File: src/rtl/scorr_pkg.sv
// constants, types and helpers shared by the offset-correction block
// assumes one clock and a synchronous active-low reset in every user
`default_nettype none
package scorr_pkg;
    localparam int DW = 24;
    localparam int AW = 4;
    localparam logic [AW-1:0] ADDR_OFFSET = 4'h0;
    localparam logic [AW-1:0] ADDR_CTRL = 4'h1;
    localparam logic [AW-1:0] ADDR_STATUS = 4'h2;
    localparam int CTRL_W = 3;
    localparam int CTRL_OFF_BYP = 0;
    localparam int CTRL_GAIN_BYP = 1;
    localparam int CTRL_UNIPOLAR = 2;
    localparam int CTRL_CAL_START = 3;
    localparam int STAT_CAL_BUSY = 0;
    localparam logic [DW-1:0] OFFSET_RESET = 24'h000000;
    localparam logic [CTRL_W-1:0] CTRL_RESET = 3'h0;
    localparam int GAIN_SHIFT = 22;
    localparam int WIDE = 50;
    localparam logic signed [DW-1:0] SAT_MAX = 24'sh7fffff;
    localparam logic signed [DW-1:0] SAT_MIN = -24'sh800000;
    localparam int PIPE_DEPTH = 3;

    typedef enum logic [0:0] {SCORR_IDLE, SCORR_MEASURE} scorr_cal_t;

    // clamp a wide signed value into the 24-bit two's complement range
    function automatic logic signed [DW-1:0] scorr_sat(input logic signed [WIDE-1:0] v);
        if (v > WIDE'(SAT_MAX)) begin
            return SAT_MAX;
        end else if (v < WIDE'(SAT_MIN)) begin
            return SAT_MIN;
        end
        return v[DW-1:0];
    endfunction
endpackage
`default_nettype wire

File: src/rtl/scorr_dp_if.sv
// signals between the register bank and the correction datapath
// assumes both ends run on the same clock
`default_nettype none
interface scorr_dp_if;
    import scorr_pkg::*;
    logic ce;
    logic in_valid;
    logic signed [DW-1:0] raw;
    logic signed [DW-1:0] offset;
    logic signed [DW-1:0] gain;
    logic off_byp;
    logic gain_byp;
    logic unipolar;
    logic out_valid;
    logic signed [DW-1:0] result;
    modport core (input ce, in_valid, raw, offset, gain, off_byp, gain_byp, unipolar,
                  output out_valid, result);
    modport ctl (output ce, in_valid, raw, offset, gain, off_byp, gain_byp, unipolar,
                 input out_valid, result);
endinterface
`default_nettype wire

File: src/rtl/scorr_datapath.sv
// three-stage correction chain: offset subtract, unipolar doubling, gain scale
// assumes the controls stay steady while a conversion is in flight
`default_nettype none
module scorr_datapath
    import scorr_pkg::*;
(
    input wire logic clock,
    input wire logic rst_n,
    scorr_dp_if.core dp
);
    logic signed [DW-1:0] diff;
    logic signed [DW-1:0] scaled;
    logic [1:0] stage_valid;
    logic signed [2*DW-1:0] product;

    assign product = scaled * dp.gain;

    always_ff @(posedge clock) begin
        if (!rst_n) begin
            stage_valid <= 2'h0;
            dp.out_valid <= 1'b0;
        end else if (dp.ce) begin
            stage_valid <= {stage_valid[0], dp.in_valid};
            dp.out_valid <= stage_valid[1];
        end
    end

    // offset comes off first, ahead of every other correction
    always_ff @(posedge clock) begin
        if (!rst_n) begin
            diff <= '0;
        end else if (dp.ce && dp.in_valid) begin
            diff <= dp.off_byp ? dp.raw
                    : scorr_sat(WIDE'(dp.raw) - WIDE'(dp.offset));
        end
    end

    // doubling only sees the offset-corrected value
    always_ff @(posedge clock) begin
        if (!rst_n) begin
            scaled <= '0;
        end else if (dp.ce && stage_valid[0]) begin
            scaled <= dp.unipolar ? scorr_sat(WIDE'(diff) * 2) : diff;
        end
    end

    // gain is fixed point with 1.0 at 2^22, so it reaches up to 2x
    always_ff @(posedge clock) begin
        if (!rst_n) begin
            dp.result <= '0;
        end else if (dp.ce && stage_valid[1]) begin
            dp.result <= dp.gain_byp ? scaled
                         : scorr_sat(WIDE'(product >>> GAIN_SHIFT));
        end
    end
endmodule
`default_nettype wire

File: src/rtl/scorr_top.sv
// self-calibration offset register, control bits, calibration capture and serial access
// assumes the serial framer, conversion source and gain register share this clock
//
// Chosen here: the plain strobed port and the address map.
`default_nettype none
// Overview of operation
// - a 24-bit offset register that software can read and write
// - serial transfer of the offset shifts most significant bit first
// - the offset is held and used as a signed two's complement number
// - a host write stays until rewritten or replaced by self-calibration
// - subtract the offset from every result unless the bypass bit is set
// - offset comes off before self-cal gain and before system corrections
// - in unipolar mode the offset comes off before the doubling
// - unless bypassed, scale the offset-corrected result by the self-cal gain
module scorr_top
    import scorr_pkg::*;
(
    input wire logic clock,
    input wire logic rst_n,
    input wire logic ce,
    input wire logic [AW-1:0] addr,
    input wire logic [31:0] wdata,
    input wire logic wr_stb,
    input wire logic rd_stb,
    output logic [31:0] rdata,
    input wire logic ser_load,
    input wire logic ser_shift,
    input wire logic ser_din,
    input wire logic ser_commit,
    output logic ser_dout,
    input wire logic conv_valid,
    input wire logic [DW-1:0] conv_raw,
    input wire logic [DW-1:0] cal_gain,
    output logic result_valid,
    output logic [DW-1:0] result,
    output logic cal_busy
);
    logic signed [DW-1:0] self_cal_offset_reg;
    logic [CTRL_W-1:0] calibration_control_reg;
    logic [DW-1:0] shifter;
    scorr_cal_t cal_state;
    logic host_wr_offset;
    logic cal_load;
    logic [31:0] next_rdata;

    scorr_dp_if dp ();

    assign host_wr_offset = wr_stb && addr == ADDR_OFFSET;
    assign cal_load = cal_state == SCORR_MEASURE && conv_valid;

    // calibration takes the next conversion, run with the input shorted, as the offset
    always_ff @(posedge clock) begin
        if (!rst_n) begin
            cal_state <= SCORR_IDLE;
        end else if (ce) begin
            case (cal_state)
                SCORR_IDLE: begin
                    if (wr_stb && addr == ADDR_CTRL && wdata[CTRL_CAL_START]) begin
                        cal_state <= SCORR_MEASURE;
                    end
                end
                SCORR_MEASURE: begin
                    if (conv_valid) begin
                        cal_state <= SCORR_IDLE;
                    end
                end
                default: begin
                    cal_state <= SCORR_IDLE;
                end
            endcase
        end
    end

    always_ff @(posedge clock) begin
        if (!rst_n) begin
            cal_busy <= 1'b0;
        end else if (ce) begin
            cal_busy <= (cal_state == SCORR_IDLE) ? (wr_stb && addr == ADDR_CTRL
                        && wdata[CTRL_CAL_START]) : !conv_valid;
        end
    end

    // calibration result beats a same-cycle host write; bus beats serial commit
    always_ff @(posedge clock) begin
        if (!rst_n) begin
            self_cal_offset_reg <= OFFSET_RESET;
        end else if (ce) begin
            if (cal_load) begin
                self_cal_offset_reg <= conv_raw; // all 24 bits at once
            end else if (host_wr_offset) begin
                self_cal_offset_reg <= wdata[DW-1:0];
            end else if (ser_commit) begin
                self_cal_offset_reg <= shifter;
            end
        end
    end

    always_ff @(posedge clock) begin
        if (!rst_n) begin
            calibration_control_reg <= CTRL_RESET;
        end else if (ce && wr_stb && addr == ADDR_CTRL) begin
            calibration_control_reg <= wdata[CTRL_W-1:0];
        end
    end

    // load takes a whole snapshot, so a shift-out never mixes old and new
    always_ff @(posedge clock) begin
        if (!rst_n) begin
            shifter <= '0;
        end else if (ce) begin
            if (ser_load) begin
                shifter <= self_cal_offset_reg;
            end else if (ser_shift) begin
                shifter <= {shifter[DW-2:0], ser_din}; // msb leaves first
            end
        end
    end

    always_ff @(posedge clock) begin
        if (!rst_n) begin
            ser_dout <= 1'b0;
        end else if (ce) begin
            if (ser_load) begin
                ser_dout <= self_cal_offset_reg[DW-1];
            end else if (ser_shift) begin
                ser_dout <= shifter[DW-2];
            end
        end
    end

    always_comb begin
        next_rdata = 32'h0000_0000;
        case (addr)
            ADDR_OFFSET: next_rdata = {8'h00, self_cal_offset_reg};
            ADDR_CTRL: next_rdata = {29'h0, calibration_control_reg};
            ADDR_STATUS: next_rdata = {31'h0, cal_busy};
            default: next_rdata = 32'h0000_0000;
        endcase
    end

    always_ff @(posedge clock) begin
        if (!rst_n) begin
            rdata <= 32'h0000_0000;
        end else if (ce) begin
            rdata <= rd_stb ? next_rdata : 32'h0000_0000;
        end
    end

    assign dp.ce = ce;
    assign dp.in_valid = conv_valid;
    assign dp.raw = conv_raw;
    assign dp.offset = self_cal_offset_reg;
    assign dp.gain = cal_gain;
    assign dp.off_byp = calibration_control_reg[CTRL_OFF_BYP];
    assign dp.gain_byp = calibration_control_reg[CTRL_GAIN_BYP];
    assign dp.unipolar = calibration_control_reg[CTRL_UNIPOLAR];
    assign result_valid = dp.out_valid;
    assign result = dp.result;

    scorr_datapath u_datapath (
        .clock(clock),
        .rst_n(rst_n),
        .dp(dp)
    );
endmodule
`default_nettype wire

File: config.mk
export PLATFORM = sky130hd
export DESIGN_NAME = scorr_top
export DESIGN_NICKNAME = d
export VERILOG_FILES = /design/src/rtl/scorr_pkg.sv /design/src/rtl/scorr_dp_if.sv /design/src/rtl/scorr_datapath.sv /design/src/rtl/scorr_top.sv
export SDC_FILE = /design/constraint.sdc
export NUM_CORES = 2
export LEC_CHECK = 0
export BUFFER_PORTS_ARGS = -buffer_cell sky130_fd_sc_hd__clkbuf_2
export CORE_MARGIN = 2
export CORE_UTILIZATION = 66
export CTS_BUF_LIST = sky130_fd_sc_hd__clkbuf_2 sky130_fd_sc_hd__clkbuf_4 sky130_fd_sc_hd__clkbuf_8
export DETAILED_ROUTE_END_ITERATION = 7
export GPL_ROUTABILITY_DRIVEN = 0
export PLACE_DENSITY = 0.89
export SYNTH_ARGS = -nofsm -noshare
export SYNTH_HDL_FRONTEND = slang
export SYNTH_HIERARCHICAL = 1
export SYNTH_SLANG_ARGS = --single-unit
File: constraint.sdc
create_clock -name clock -period 10.9 [get_ports clock]
set_input_delay 1.09 -clock clock [delete_from_list [all_inputs] [get_ports clock]]
set_output_delay 1.09 -clock clock [all_outputs]
set_load 0.02 [all_outputs]
==> summary.md <==
| Metric | Value |
|---|---|
| Post-Syn Area per Cell | `between 8 and 9 um^2` |
| Post-CTS Setup Repair Bufs | `0` |
| Static Leakage | `14.9 nW` |
| Number of synthesized register bits | `approximately 150` |
| Rows | `between 70 and 80` |
| Via/cell ratio | `5.89` |
| Sequential power share | `between 30% and 40%` |
| Clock buffer depth | `2` |
| Largest net degree at the start of global routing | `54` |
| Worst skew pair latency | `approximately 470 ps` |
| Total number of yosys warnings | `6` |
| Tightest Hold Check Type | `flop to flop` |
| CP arrival | `10020 ps` |
| GRT overflow | `0` |
| Number of buffers created by CTS | `17` |
| Util after Layout | `between 60% and 70%` |
| Async set-reset flop share out of synthesis | `0%` |
| Post-route ant nets | `0` |
| NetSw | `~0.70 mW` |
| Core area | `between 40000 and 50000 um^2` |
| Number of I/O port buffers | `roughly 140` |
| DR pass1 iterations | `6` |
| Number of diodes | `0` |
| Initial Util | `between 60 and 70%` |
| Comb pwr share | `between 40% and 50%` |
| DP Area | `approximately 30000 um^2` |
| Post-Layout Cell Count | `between 3k and 4k` |
| Total power | `between 1.5 and 2 mW` |
| Max Freq | `0.103 GHz` |
| Number of setup violations in the final report | `0` |
| H-Tree Level Count | `4` |
| Initial DRC Count | `2028` |
| Slew @ Worst Pin | `1330 ps` |
| DP HPWL | `58900 um` |
| First-pass GRT wire length | `123000 um` |
| Post-synth cell types | `84` |
| WL per Instance | `approximately 18 um` |
| Most frequent standard cell in the layout excluding fill and tap cells | `inv_1` |
| RSZ-0062 raised after global routing | `no` |
| Fin Setup TNS | `0 ps` |
| Worst-path clk slew | `roughly 80 ps` |
| Status | `finished, final reports clean` |
| Final hold viol count | `0` |
| CTS tree | `done` |
| Initial antenna violation count | `0` |
| CP Launch Type | `input pin` |
| Final net count | `around 4.2k` |
| # DRC | `0` |
| Area growth syn-to-layout | `4.21%` |
| Cts hold-fix bufs | `0` |
| Sequential-to-total area share from yosys stat | `about a tenth` |
| Setup CP Type | `input pin to flop` |
| Fin area | `between 30000 and 40000 um^2` |
| Final Max Tran Viols | `0` |
| Top_reg_cell synth | `dfxtp_1` |
| CTS root buffer | `clkbuf_8` |
| Post_cts resized | `0` |
| CP max FO | `23` |
| Min cycle time layout | `~9700 ps` |
| Sw Share | `about 40%` |
| GRT Util Overall | `about a third` |
| Placed Cells | `about 3.9k` |
| Int Pwr | `roughly 1.0 mW` |
| Max-cap violations | `0` |
| Worst rel slew slack | `between 10 and 15%` |
| Clock Skew | `15.6 ps` |
| Fill cells | `3208` |
| Post-synth EDFFs | `0` |
| DR vias | `around 23k` |
| Boundary pin count | `around 150` |
| CP required | `about 11000 ps` |
| Final period utilization | `roughly nine tenths` |
| Vias in the first global route | `~25k` |
| DIE WIDTH | `216 um` |
| Mapped Cells | `3357` |
| Worst setup EP type | `flop` |
| Die Span Y | `216 um` |
| Most frequent cells in the layout | `inv_1 (637), fa_1 (607), nand2_1 (442), and2_1 (270), ha_1 (155)` |
| Cell Area, Synth | `about 30000 um^2` |
| Clock power share | `a little under a quarter` |
| Layout cells sized above 1 | `between 8 and 9%` |
| Clk sinks | `around 150` |
| Die Footprint | `around 46000 um^2` |
| Pwr/cell area | `56.5 nW/um^2` |
| Peak supply drop | `0.0000955 V` |
| Overall routed net length | `~73000 um` |
[metrics by stage]
step	setup slack, ps	hold slack (ps)
finish	1240	469
global route	818	483
CTS	1390	465
detailed placement	909	447
global placement	1120	442
floorplan	2420	448
[kinds of logic (layout without fill, tap and decap cells)]
logic type                 Yosys count  after routing  synth area share, %
muxes                               35             35                 1.19
DFF                                151            151                 10.2
xor gates and xnor gates            59             59                 1.78
adders and majority gates          762            762                 47.7
buffers and inverters              830            844                 11.1
AOI/OAI and AO/OA                  533            533                 11.7
other                                1              8               0.0127
and+or+nand+nor                    986            986                 16.3
[per-layer routing]
metal | wire length, um | part of all wire, % | GRT usage, %
met3 | 6560 | 8.9 | 4.89
met2 | 35500 | 48 | 55.2
met5 | 0 | 0 | 0
met1 | 27700 | 38 | 42.6
met4 | 3570 | 4.9 | 14.2
[area by class of cell]
class | instances | area (um^2) | share of cell area [%]
clock inverters | 11 | 96.3 | 0.313
clock buffers | 20 | 275 | 0.895
inverters | 640 | 2400 | 7.81
flip-flops and latches | 151 | 3020 | 9.82
repair buffers | 173 | 958 | 3.11
multi-input cells | 2383 | 23300 | 75.6
well taps | 592 | 741 | 2.41
[power groups by stage]
stage	logic (mW)	clock network (mW)	registers [mW]
final	0.734	0.412	0.593
after global placement	0.692	0	0.604
after global routing	0.808	0.439	0.596
after detailed placement	0.712	0	0.605
after floorplan	0.550	0	0.600
after CTS	0.721	0.415	0.592
[critical path, cell delays in order]
cell and delay, ps:
clkbuf_2 310, and2_1 320, fa_1 620, fa_1 740, inv_1 240, fa_1 830
inv_1 300, fa_1 590, inv_1 60, fa_1 480, fa_1 490, inv_1 50
fa_1 430, ha_1 400, nand4_1 210, or4_1 610, or4_1 420, o32ai_1 590
nor2_1 150, xnor2_2 270, a31o_4 390, a31oi_1 140, o31ai_1 250
[cells in the mapped netlist, types with 3 or more instances]
cell type  instances  area share, %
a211oi_1          58            1.5
a21boi_0           8           0.20
a21o_1            26           0.66
a21oi_1          154            2.6
a21oi_2           37            1.1
a31oi_1            9           0.19
and2_1           270            5.7
and3_1             6           0.13
and4_1             3          0.089
buf_1              6          0.076
buf_2             13           0.22
buf_4              8           0.20
buf_6              5           0.19
clkbuf_1         153            1.9
dfxtp_1          151             10
fa_1             607             41
ha_1             155            6.6
inv_1            637            8.1
mux2i_1           35            1.2
nand2_1          442            5.6
nand2b_1          39           0.83
nand3_1           17           0.29
nand4_1           11           0.23
nor2_1           112            1.4
nor2b_1           50            1.1
nor3_1            11           0.19
o211ai_1          12           0.31
o21a_1             5           0.13
o21ai_0          125            2.1
o21ai_1           22           0.37
o21bai_1          10           0.25
o22ai_1            4          0.085
o31a_1             3          0.089
o31ai_1            7           0.18
o31ai_2           18           0.76
or2_2              3          0.064
or3_1              6           0.13
xnor2_1           43            1.3
xor2_1            15           0.44
[final timing paths]
kind	start	end	slack (ps)	cells after the start
setup / recovery	cal_gain[1]	u_datapath/dp.result[1]$_SDFFE_PN0P_	1240	23
hold reg to reg	u_datapath/dp.result[2]$_SDFFE_PN0P_	u_datapath/dp.result[2]$_SDFFE_PN0P_	470	2
setup reg to reg	u_datapath/scaled[23]$_SDFFE_PN0P_	u_datapath/dp.result[1]$_SDFFE_PN0P_	1810	23
hold / removal	u_datapath/dp.result[2]$_SDFFE_PN0P_	u_datapath/dp.result[2]$_SDFFE_PN0P_	470	2
Note: power is estimated with default switching activity, not from simulation.
